===== config.mk =====
export PLATFORM = sky130hd
export DESIGN_NAME = asm_sec_cmd
export DESIGN_NICKNAME = d
export VERILOG_FILES = /design/src/hdl/asm_pkg.sv /design/src/hdl/asm_sec_cmd.sv /design/src/hdl/asm_pwd_cmp.sv
export VERILOG_INCLUDE_DIRS = /design/src /design/src/hdl
export SDC_FILE = /design/constraint.sdc
export NUM_CORES = 2
export LEC_CHECK = 0
export BUFFER_PORTS_ARGS = -buffer_cell sky130_fd_sc_hd__buf_4
export CAP_MARGIN = 0
export CORE_MARGIN = 2
export CORE_UTILIZATION = 46
export CTS_BUF_LIST = sky130_fd_sc_hd__clkbuf_8
export DETAILED_ROUTE_END_ITERATION = 10
export PLACE_DENSITY = 0.65
export SYNTH_ARGS = -nofsm -noshare
export SYNTH_HDL_FRONTEND = slang
export SYNTH_SLANG_ARGS = --single-unit

===== constraint.sdc =====
create_clock -name clk -period 4.7 [get_ports clk]
set_clock_uncertainty 0.15 [all_clocks]
set_input_delay 0.47 -clock clk [delete_from_list [all_inputs] [get_ports clk]]
set_output_delay 0.47 -clock clk [all_outputs]
set_load 0.05 [all_outputs]

===== src/hdl/asm_cfg.svh =====
/*
 * Constants of the security command block: command codes, field positions,
 * register offsets and power-on values.
 * Assumes it is included by bare name from the design modules and the test files.
 */
// How it works
// - User password, high level: store, lock next reset; here only the hardware reset pin locks, rst clears the password
// - User password, maximum level: master cannot unlock
// - Master password: store it plus word-17 revision
// - Unlock takes one 512-byte data-out block
// - Unlock aborts while frozen
// - Master unlock compares at high, rejected at maximum
// - User mismatch aborts and decrements attempt counter
// - Counter starts five; exhausted blocks unlock, erase
// - Unlock while unlocked leaves counter alone
// - Erase-prepare aborts while frozen, abort flag
// - Erase-unit takes 512 bytes; mismatch aborts
// - Erase-unit without prior prepare is aborted
// - Erase aborts: frozen, unsupported enhanced, wipe failed
// - Normal erase fills user data with zeroes
// - Enhanced erase writes patterns incl. retired sectors
// - Good erase unlocks, master password kept
// - Success: BSY, DF, DRQ, ERR clear; DRDY set; a good wipe here still copies erase_fault into DF
// - Error: ERR with error bits, DF on fault
// - Set block: bit0 user/master, bit8 high/maximum
// - Unlock/erase block: bit0 user/master selection
`ifndef ASM_CFG_SVH
`define ASM_CFG_SVH

// Command codes
`define ASM_CMD_SETPW   8'hf1
`define ASM_CMD_UNLOCK  8'hf2
`define ASM_CMD_PREP    8'hf3
`define ASM_CMD_ERASE   8'hf4

// Status and error bits
`define ASM_ST_BSY      3'h7
`define ASM_ST_DRDY     3'h6
`define ASM_ST_DF       3'h5
`define ASM_ST_DRQ      3'h3
`define ASM_ST_ERR      3'h0
`define ASM_ER_ABRT     3'h2

// Data block layout, in 16-bit words
`define ASM_W_CTRL      9'h000
`define ASM_W_PW_FIRST  9'h001
`define ASM_W_PW_LAST   9'h010
`define ASM_W_REV       9'h011
`define ASM_W_LAST      9'h0ff
`define ASM_B_IDENT     4'h0
`define ASM_B_ENH       4'h1
`define ASM_B_LEVEL     4'h8

// Unlock attempt counter start
`define ASM_TRIES_INIT  3'h5
`define ASM_TRIES_NONE  3'h0

// Register offsets
`define ASM_REG_STATUS  4'h0
`define ASM_REG_ERROR   4'h1
`define ASM_REG_SECST   4'h2
`define ASM_REG_CTRL    4'h3
`define ASM_REG_MREV    4'h4

// Control register bits
`define ASM_CTRL_FREEZE 3'h0
`define ASM_CTRL_ENHSUP 3'h1

`endif


===== src/hdl/asm_pkg.sv =====
/*
 * Types of the security command block: carriers, states and state records.
 * Assumes asm_cfg.svh is on the include path.
 */
package asm_pkg;

	// Command strobe from the task-file decoder
	typedef struct packed {
		logic       valid;
		logic [7:0] code;
	} asm_cmd_s;

	// One data-out word
	typedef struct packed {
		logic        valid;
		logic [15:0] data;
	} asm_word_s;

	// Command sequencer states
	typedef enum logic [2:0] {
		ASM_IDLE,
		ASM_RX,
		ASM_EXEC,
		ASM_WIPE
	} asm_state_e;

	// Comparator state
	typedef struct packed {
		logic mism;
	} asm_cmp_s;

	// Whole state of the command block
	typedef struct packed {
		asm_state_e        st;
		logic [7:0]        cmd;
		logic [8:0]        widx;
		logic              ident;
		logic              lvl_req;
		logic              enh_req;
		logic              was_prep;
		logic [15:0][15:0] user_pw;
		logic [15:0][15:0] master_pw;
		logic [15:0][15:0] stage;
		logic [15:0]       rev_stage;
		logic [15:0]       mrev;
		logic              pwd_en;
		logic              locked;
		logic              frozen;
		logic              max_lvl;
		logic              prepared;
		logic [2:0]        tries;
		logic              enh_sup;
		logic [7:0]        status;
		logic [7:0]        error;
		logic              erase_req;
		logic              done;
		logic [15:0]       rdata;
		logic              hs1;
		logic              hs2;
	} asm_state_s;

endpackage


===== src/hdl/asm_sec_cmd.sv =====
/*
 * Security mode command interpreter: set password, unlock, erase prepare and
 * erase unit, with attempt counter, lock, frozen and level state.
 * Assumes a task-file decoder delivering command codes and data-out words on
 * clk, an external media wipe engine, and an asynchronous hardware reset pin.
 * rst is the power-on reset; it clears stored passwords as well.
 */
`timescale 1ns/1ps
`include "asm_cfg.svh"

module asm_sec_cmd (
	// Clock and power-on reset
	input  wire logic              clk,
	input  wire logic              rst,
	// Hardware reset pin, asynchronous
	input  wire logic              hrst_pin,
	// Command from the task-file decoder
	input  wire asm_pkg::asm_cmd_s cmd,
	output logic                   cmd_ready,
	output logic                   cmd_done,
	// Data-out words
	input  wire asm_pkg::asm_word_s dat,
	output logic                   dat_ready,
	// Media wipe engine
	output logic                   erase_req,
	output logic                   erase_enh,
	input  wire logic              erase_done,
	input  wire logic              erase_ok,
	input  wire logic              erase_fault,
	// Register port
	input  wire logic [3:0]        reg_addr,
	input  wire logic [15:0]       reg_wdata,
	input  wire logic              reg_wr,
	input  wire logic              reg_rd,
	output logic [15:0]            reg_rdata
);
	import asm_pkg::*;

	asm_state_s q;        // Registered state
	asm_state_s d;        // Next state
	logic       cmp_mism; // Password differs from the selected store
	logic [3:0] pw_i;     // Password word index
	logic [15:0] pw_ref;  // Stored word under comparison
	logic       pw_en;    // A password word is arriving

	////////////////////////////////////////////////////////////////////////////
	// Password comparison

	// Word 0 is control, words 1 to 16 the password
	assign pw_i   = 4'(q.widx - `ASM_W_PW_FIRST);
	assign pw_en  = (q.st == ASM_RX) && dat.valid &&
	                (q.widx >= `ASM_W_PW_FIRST) && (q.widx <= `ASM_W_PW_LAST);
	// Identifier picks which stored password is compared
	assign pw_ref = q.ident ? q.master_pw[pw_i] : q.user_pw[pw_i];

	asm_pwd_cmp u_cmp (
		.clk  (clk),
		.rst  (rst),
		.clr  (cmd.valid && cmd_ready),
		.en   (pw_en),
		.a    (dat.data),
		.b    (pw_ref),
		.mism (cmp_mism)
	);

	////////////////////////////////////////////////////////////////////////////
	// Next state

	always_comb begin
		logic fin;   // Command completes this cycle
		logic abrt;  // Completion is an abort
		logic flt;   // Completion carries a device fault
		fin  = 1'b0;
		abrt = 1'b0;
		flt  = 1'b0;
		d = q;
		d.erase_req = 1'b0;
		d.done      = 1'b0;
		// Pin synchroniser; only the second stage is used
		d.hs1 = hrst_pin;
		d.hs2 = q.hs1;

		case (q.st)
			// Wait for a command
			ASM_IDLE: begin
				if (cmd.valid) begin
					d.cmd      = cmd.code;
					d.widx     = `ASM_W_CTRL;
					d.was_prep = q.prepared;
					d.prepared = 1'b0;
					case (cmd.code)
						// Non-data prepare finishes at once
						`ASM_CMD_PREP: begin
							fin  = 1'b1;
							abrt = q.frozen;
							d.prepared = !q.frozen;
						end
						// Data-out commands expect one block
						`ASM_CMD_SETPW, `ASM_CMD_UNLOCK, `ASM_CMD_ERASE: begin
							d.st     = ASM_RX;
							d.status = 8'h00;
							d.status[`ASM_ST_DRDY] = 1'b1;
							d.status[`ASM_ST_DRQ]  = 1'b1;
						end
						// Foreign commands only spoil a pending prepare
						default: begin
							d.st = ASM_IDLE;
						end
					endcase
				end
			end

			// Take 256 words; only the first 18 carry meaning
			ASM_RX: begin
				if (dat.valid) begin
					if (q.widx == `ASM_W_CTRL) begin
						d.ident   = dat.data[`ASM_B_IDENT];
						d.lvl_req = dat.data[`ASM_B_LEVEL];
						d.enh_req = dat.data[`ASM_B_ENH];
					end else if (pw_en) begin
						d.stage[pw_i] = dat.data;
					end else if (q.widx == `ASM_W_REV) begin
						d.rev_stage = dat.data;
					end
					d.widx = q.widx + 9'h001;
					if (q.widx == `ASM_W_LAST) begin
						d.st = ASM_EXEC;
						d.status = 8'h00;
						d.status[`ASM_ST_BSY] = 1'b1;
					end
				end
			end

			// Block received: decide the outcome
			ASM_EXEC: begin
				case (q.cmd)
					`ASM_CMD_SETPW: begin
						fin = 1'b1;
						// Locked or frozen devices refuse new passwords
						if (q.frozen || q.locked) begin
							abrt = 1'b1;
						end else if (q.ident) begin
							// Lock and level stay as they are
							d.master_pw = q.stage;
							d.mrev      = q.rev_stage;
						end else begin
							// Lock takes effect at the next hardware reset only
							d.user_pw = q.stage;
							d.pwd_en  = 1'b1;
							d.max_lvl = q.lvl_req;
						end
					end
					`ASM_CMD_UNLOCK: begin
						fin = 1'b1;
						if (q.frozen) begin
							abrt = 1'b1;
						end else if (!q.locked) begin
							abrt = 1'b0;
						end else if (q.tries == `ASM_TRIES_NONE) begin
							abrt = 1'b1;
						end else if (q.ident && q.max_lvl) begin
							abrt = 1'b1;
						end else if (cmp_mism) begin
							abrt    = 1'b1;
							d.tries = q.tries - 3'h1;
						end else begin
							d.locked = 1'b0;
						end
					end
					`ASM_CMD_ERASE: begin
						if (q.frozen || !q.was_prep || q.tries == `ASM_TRIES_NONE ||
						    (q.enh_req && !q.enh_sup)) begin
							fin  = 1'b1;
							abrt = 1'b1;
						end else if (cmp_mism) begin
							fin     = 1'b1;
							abrt    = 1'b1;
							d.tries = q.tries - 3'h1;
						end else begin
							// Hand the wipe to the media engine
							d.erase_req = 1'b1;
							d.st        = ASM_WIPE;
						end
					end
					default: begin
						fin  = 1'b1;
						abrt = 1'b1;
					end
				endcase
			end

			// Media wipe under way
			ASM_WIPE: begin
				if (erase_done) begin
					fin = 1'b1;
					flt = erase_fault;
					if (erase_ok) begin
						// Master password survives the erase
						d.locked = 1'b0;
						d.pwd_en = 1'b0;
					end else begin
						abrt = 1'b1;
					end
				end
			end

			default: begin
				d.st = ASM_IDLE;
			end
		endcase

		// Completion: status and error as the outcome says
		if (fin) begin
			d.st     = ASM_IDLE;
			d.done   = 1'b1;
			d.status = 8'h00;
			d.status[`ASM_ST_DRDY] = 1'b1;
			d.status[`ASM_ST_DF]   = flt;
			d.status[`ASM_ST_ERR]  = abrt;
			d.error  = 8'h00;
			d.error[`ASM_ER_ABRT]  = abrt;
		end

		// Software control: freeze is sticky until a reset
		if (reg_wr && reg_addr == `ASM_REG_CTRL) begin
			d.frozen  = q.frozen | reg_wdata[`ASM_CTRL_FREEZE];
			d.enh_sup = reg_wdata[`ASM_CTRL_ENHSUP];
		end

		// Hardware reset pin: re-arm lock, refill counter, drop command
		if (q.hs2) begin
			d.locked   = q.pwd_en;
			d.tries    = `ASM_TRIES_INIT;
			d.frozen   = 1'b0;
			d.prepared = 1'b0;
			d.st       = ASM_IDLE;
			d.status   = 8'h00;
			d.status[`ASM_ST_DRDY] = 1'b1;
			d.error    = 8'h00;
		end

		// Read data stands one cycle after the strobe
		d.rdata = 16'h0000;
		if (reg_rd) begin
			case (reg_addr)
				`ASM_REG_STATUS: d.rdata = {8'h00, q.status};
				`ASM_REG_ERROR:  d.rdata = {8'h00, q.error};
				`ASM_REG_SECST:  d.rdata = {8'h00, q.tries, q.prepared, q.max_lvl,
				                            q.frozen, q.locked, q.pwd_en};
				`ASM_REG_CTRL:   d.rdata = {14'h0000, q.enh_sup, q.frozen};
				`ASM_REG_MREV:   d.rdata = q.mrev;
				default:         d.rdata = 16'h0000;
			endcase
		end
	end

	////////////////////////////////////////////////////////////////////////////
	// State register

	// Power-on state: unlocked, no passwords, counter full, device ready
	always_ff @(posedge clk) begin
		if (rst) begin
			q <= '0;
			q.tries <= `ASM_TRIES_INIT;
			q.status[`ASM_ST_DRDY] <= 1'b1;
		end else begin
			q <= d;
		end
	end

	////////////////////////////////////////////////////////////////////////////
	// Outputs

	assign cmd_ready = (q.st == ASM_IDLE);
	assign dat_ready = (q.st == ASM_RX);
	assign cmd_done  = q.done;
	assign erase_req = q.erase_req;
	// Zero fill unless the enhanced pattern pass was asked for
	assign erase_enh = q.enh_req;
	assign reg_rdata = q.rdata;
endmodule


===== src/hdl/asm_pwd_cmp.sv =====
/*
 * Running password comparator: accumulates a mismatch over streamed words.
 * Assumes clr and en come from logic on the same clock.
 */
`timescale 1ns/1ps
`include "asm_cfg.svh"

module asm_pwd_cmp (
	// Clock and reset
	input  wire logic        clk,
	input  wire logic        rst,
	// Control
	input  wire logic        clr,
	input  wire logic        en,
	// Words to compare
	input  wire logic [15:0] a,
	input  wire logic [15:0] b,
	// Result
	output logic             mism
);
	import asm_pkg::*;

	asm_cmp_s q;   // Registered state
	asm_cmp_s d;   // Next state

	// Clear starts a new block; any differing word sticks
	always_comb begin
		d = q;
		if (clr) begin
			d.mism = 1'b0;
		end else if (en && (a != b)) begin
			d.mism = 1'b1;
		end
	end

	// State register
	always_ff @(posedge clk) begin
		if (rst) begin
			q <= '0;
		end else begin
			q <= d;
		end
	end

	assign mism = q.mism;
endmodule


; ---- Yosys cells after proc, flatten, opt, wreduce, memory -nomap -nowiden
; Index checks and enable logic that the tools add are counted.
[totals]
ff_bits = 863
latch_bits = 0
mem_bits_rw = 0
mem_bits_ro = 0
inputBits = 54
word_cells = 242
n_memories = 0
[op_classes]
add_sub_neg = 3
multipliers = 0
div_mod_pow = 0
n_lt_le_gt_ge = 4
eq_ne = 43
n_shift = 0
mux = 66
bitwise_logic = 9
reduce_logical = 44
[op_table]
columns = cell, count
row1 = 256-bit bitwise mux, 1
row2 = 16-bit binary-select mux with 4-bit select, 2
row3 = 16-bit one-hot mux with 5 select lines, 1
row4 = 16-bit demux with 4-bit select, 1
row5 = 16-bit 2-to-1 mux, 4
row6 = "8-bit == test, second input constant", 7
row7 = 3-bit 2-to-1 mux, 12
row8 = 8-bit 2-to-1 mux, 4
row9 = "2-bit != test, second input constant", 14
row10 = 1-bit 2-to-1 mux, 26
row11 = 20-bit 2-to-1 mux, 1
row12 = 5-bit AND reduction, 4
row13 = 9-bit one-hot mux with 2 select lines, 1
row14 = 16-bit != test, 1
row15 = 8-bit one-hot mux with 2 select lines, 1
row16 = 14-bit 2-to-1 mux, 1
row17 = 12-bit 2-to-1 mux, 1
row18 = 3-bit one-hot mux with 2 select lines, 2
row19 = 3-bit one-hot mux with 4 select lines, 1
row20 = 4-bit AND reduction, 3
row21 = "9-bit by 1-bit adder with 9-bit output, second input constant", 1
row22 = "9-bit by 5-bit == test with 1-bit output, second input constant", 1
row23 = "9-bit by 8-bit == test with 1-bit output, second input constant", 1
row24 = "9-bit by 1-bit >= comparator with 1-bit output, second input constant", 1
row25 = 35 further kinds, 77

; ---- Longest topological paths before layout
[depth]
depth_word = 9
mapped_depth = 19

; ---- Modules after synthesis
; From an unflattened synthesis, not the netlist that was laid out.
[hier_totals]
cells_unflattened = 3860
hier_area_um2 = 35836.9
[by_module_without_submodules]
columns = module, n_inst, cells_each, area_each_um2, seq_area_each_um2
row1 = asm_sec_cmd, 1, 3836, 35631.7, 17176.5
row2 = asm_pwd_cmp, 1, 24, 205.2, 20.0

; ---- Worst setup path before layout
; Ideal clock, no wire load.
[synth_path]
path_kind = register to register
from = register q[849] (netlist name)
to = register u_cmp.q, in the netlist u_cmp.mism
arrival_ps = 3917
path_slack_ps = 507
stages_incl_launch_ff = 19
n_path_buf = 8
path_cell_list = dfxtp_1 > buf_6 > buf_2 > inv_1 > clkbuf_1 > clkbuf_1 > ha_1 > buf_2 > buf_4 > buf_2 > buf_2 > mux4_2 > a22oi_1 > nand2_1 > xor2_1 > nor4_1 > a21oi_1 > nor4_1 > a31oi_1
[synth_via]
elab_chain_cells = 6
elab_cells_between_ends = 12
cone_classes = add/sub (1) / order compare (2) / eq/ne (1) / mux (5) / reduce/logical (3)
[synth_rtl]
columns = element, line
row1 = start: declaration, asm_sec_cmd.sv:39  ; asm_state_s q;
row2 = 4-bit by 1-bit subtractor with 4-bit output (no source line), -
row3 = 16-bit binary-select mux with 4-bit select, asm_sec_cmd.sv:54  ; assign pw_ref = q.ident ? q.master_pw[pw_i] : q.user_pw[pw_i];
row4 = 16-bit 2-to-1 mux (implied by the code), asm_sec_cmd.sv:54
row5 = 16-bit 2-to-1 mux, asm_sec_cmd.sv:54
row6 = 16-bit != test, asm_pwd_cmp.sv:31  ; end else if (en && (a != b)) begin
row7 = 1-bit logical AND (*), asm_pwd_cmp.sv:31
row8 = end signal: assignment, asm_pwd_cmp.sv:39  ; q <= '0;
row9 = end signal: assignment, asm_pwd_cmp.sv:41  ; q <= d;
row10 = end: declaration, asm_pwd_cmp.sv:23  ; asm_cmp_s q;
; Every way passes the cells marked *; elsewhere a longest branch is shown, timed or not. The select of a mux whose other input is x is not followed.
; A chain may end at the register's enable or synchronous reset.

; ---- Worst setup path after layout
[layout_path]
from = register q[850] (netlist name)
to = register u_cmp.q, in the netlist u_cmp.mism
; Same word-level chain as after synthesis.

==> impl_metrics.yaml <==
floorplanning:
  die_y_um: 281
  start_util_pct: 46.5
  rows: 101
  io_pins: 75
  core_mm2: 0.0761
  fp.dieArea_mm2: 0.0792
  die_w_um: 281
status:
  status: "finished with violations"
  violations: "max-slew violations"
logic_synthesis:
  synth.top_cell.area_share_pct: 48.6
  avgSynthCellArea_um2: 8.10
  synth_top_family_by_area: "simple AND/OR/NAND/NOR gates"
  synthMuxAreaShare_pct: 8.40
  synth_warnings: 0
  yosys.area_share.adder_pct: 0.530
  synth_compound_area_share_pct: 14.2
  synth_cells: 4369
  synthDistinctLibCells: 73
  yosysMostFrequentCell: "nand2_1"
  ys.flop_type: "dfxtp_1"
  synth_area_leaders: "dfxtp_1 (49%), nand2_1 (15%), a21oi_1 (12%), mux4_2 (6.2%), nand3_1 (4.3%)"
  synth_seq_area_share_pct: 48.6
  syn_area_mm2: 0.0354
  yosysTopAreaCell: "dfxtp_1"
  synthSimpleGateAreaFrac_pct: 22.7
  ys_top_cells_by_count: "nand2_1 (1438), dfxtp_1 (859), a21oi_1 (817)"
  synth_edf_count: 0
  syn_nets: 4438
  async_flop_share_pct: 0
  yosys.area_share.xor_xnor_pct: 0.795
  synth-seq-cells: 859
critical_path:
  r2r_slack_ns: 0.38
  cp-start-kind: "flip-flop"
  cp.required_ns: 5.24
  crit_fanout: 21
  end_kind: "flip-flop"
  cp.arrival_ns: 4.86
  worstSetupPathType: "flip-flop to flip-flop"
global_route:
  first_global_vias: 29000
  grt_max_degree: 221
  grt_usage_pct: 28.1
  grt_pass1_wl_mm: 173
  grt-ovfl-total: 0
  antenna_found_initial: 1
power:
  power_density_mw_per_mm2: 359
  ir_drop_mv: 0.255
  finalPower_uw: 14300
  leakagePower_uw: 0.0127
timing:
  max_slew_margin_pct: -2.95
  hold_viol: 0
  max_slew.worst_pin.slew_ns: 1.54
  rsz0062_at_grt: "no"
  period_minus_slack_ns: 4.32
  tns_ns: 0
  hold_slack_ns: 0.0959
  drv_slew: 51
  fmax_mhz: 231
  setup_violations: 0
  final.period_utilization_pct: 92.0
layout:
  drive_above_1_share_pct: 11.0
  area_growth_pct: 12.6
  post-route-util_pct: 52.4
  multi_input_area_mm2: 0.0166
  nFillCells: 7199
  register_area_mm2: 0.0172
  final_nets: 4379
cts:
  cts_max_level: 4
  clock_path_buffers: 3
  cts_tree: "done"
  root_buffer: "clkbuf_8"
  cts_resized: 0
  cts.sinks: 859
  cts_buffers: 143
  cts.clk_slew.worst_paths_ns: 0.06
  clk_latency_ns: 0.81
hold_path:
  hold_class: "input port to flip-flop"
job:
  cap_violations: 0
place:
  gp_congestion: 0.836
  io_buffers: 60
  dp_hpwl_mm: 62.8
detailed_routing:
  detail_route.wirelength_mm: 113
  wl_per_cell_um: 20.7
  drt_iter0_drc: 3557
  drc: 0
  dr.pass1.iters: 5
  via_per_inst: 5.72
  vias: 31200
  detail-route-antenna-nets: 0
==> area by class of cell <==
cell class              count  share of cell area (%)
clock inverters            73                    1.11
flip-flops and latches    859                    43.2
inverters                  15                   0.141
diodes                      2                  0.0126
clock buffers             178                    6.15
repair buffers            194                    4.55
multi-input cells        3097                    41.6
well taps                1030                    3.23
==> repair_timing <==
action / in CTS / in global routing
endpoints found under the hold margin: 336 / 0
setup buffers: 0 / 0
hold buffers: 44 / 0
==> per-stage QoR <==
step           area [µm²]  cells  setup WS, ns
3_5_place_dp        36500   5151         0.430
6_report            39800   5448         0.377
3_3_place_gp        36500   5151         0.461
4_1_cts             39800   5446         0.399
2_1_floorplan       35400   4369         0.507
5_1_grt             39800   5448        0.0486
==> routing by layer <==
| layer | vias up | global-route usage (%) | routed length (µm) | part of all wire, % |
|---|---|---|---|---|
| li1 | 14700 | - | - | - |
| met1 | 15200 | 37.0 | 48000 | 43 |
| met3 | 210 | 5.04 | 8220 | 7.3 |
| met2 | 1159 | 45.6 | 52200 | 46 |
| met5 | - | 0 | 0 | 0 |
| met4 | 0 | 11.9 | 4070 | 3.6 |
==> cell usage in the layout, fill, tap and decap left out, drive strengths merged, types with 12 or more instances in the layout <==
| cell | instances |
|---|---|
| a21oi | 819 |
| a22oi | 17 |
| a32oi | 14 |
| and2 | 16 |
| buf | 150 |
| clkbuf | 178 |
| dfxtp | 859 |
| dlygate4sd3 | 44 |
| ha | 15 |
| inv | 72 |
| mux2 | 12 |
| mux2i | 63 |
| mux4 | 98 |
| nand2 | 1438 |
| nand3 | 305 |
| nand4 | 14 |
| nor2 | 65 |
| nor3 | 36 |
| nor3b | 13 |
| o21ai | 25 |
| xnor2 | 14 |
| xor2 | 16 |
==> where the power goes <==
part	total [µW]	internal (µW)	switching (µW)
registers	7290	7290	3.75
clock network	6710	3640	3080
logic	311	75.7	236
total	14300	11000	3320
==> registers in the layout, indices dropped and copies added, names as in the netlist <==
register	flops
d	1
reg_rdata	16
erase_enh	1
cmd_done	1
erase_req	1
q	838
u_cmp.mism	1
==> critical path: stages, from the launching register on <==
cell      delay [ns]
dfxtp_1         0.33
inv_1           0.10
ha_1            0.30
xnor2_2         0.88
buf_4           0.48
buf_4           0.35
nand2_1         0.09
nand3_1         0.08
nand4_1         0.15
o221a_2         0.31
o41a_1          0.44
nor4_1          0.20
o2111a_1        0.23
a31oi_1         0.07
==> path summary, 6_finish.rpt <==
check,end,cells after the start,from
setup reg to reg,u_cmp.mism,13,q[850]
hold / removal,q[867],6,cmd[8]
hold reg to reg,reg_rdata[15],1,q[60]
setup / recovery,u_cmp.mism,13,q[850]
==> logic make-up after synthesis <==
| kind of cell | Yosys count |
|---|---|
| muxes | 173 |
| xor gates and xnor gates | 30 |
| adders and majority gates | 15 |
| buffers and inverters | 413 |
| AOI/OAI and AO/OA | 939 |
| and+or+nand+nor | 1940 |
| DFF | 859 |
(Power assumes the default switching activity.)
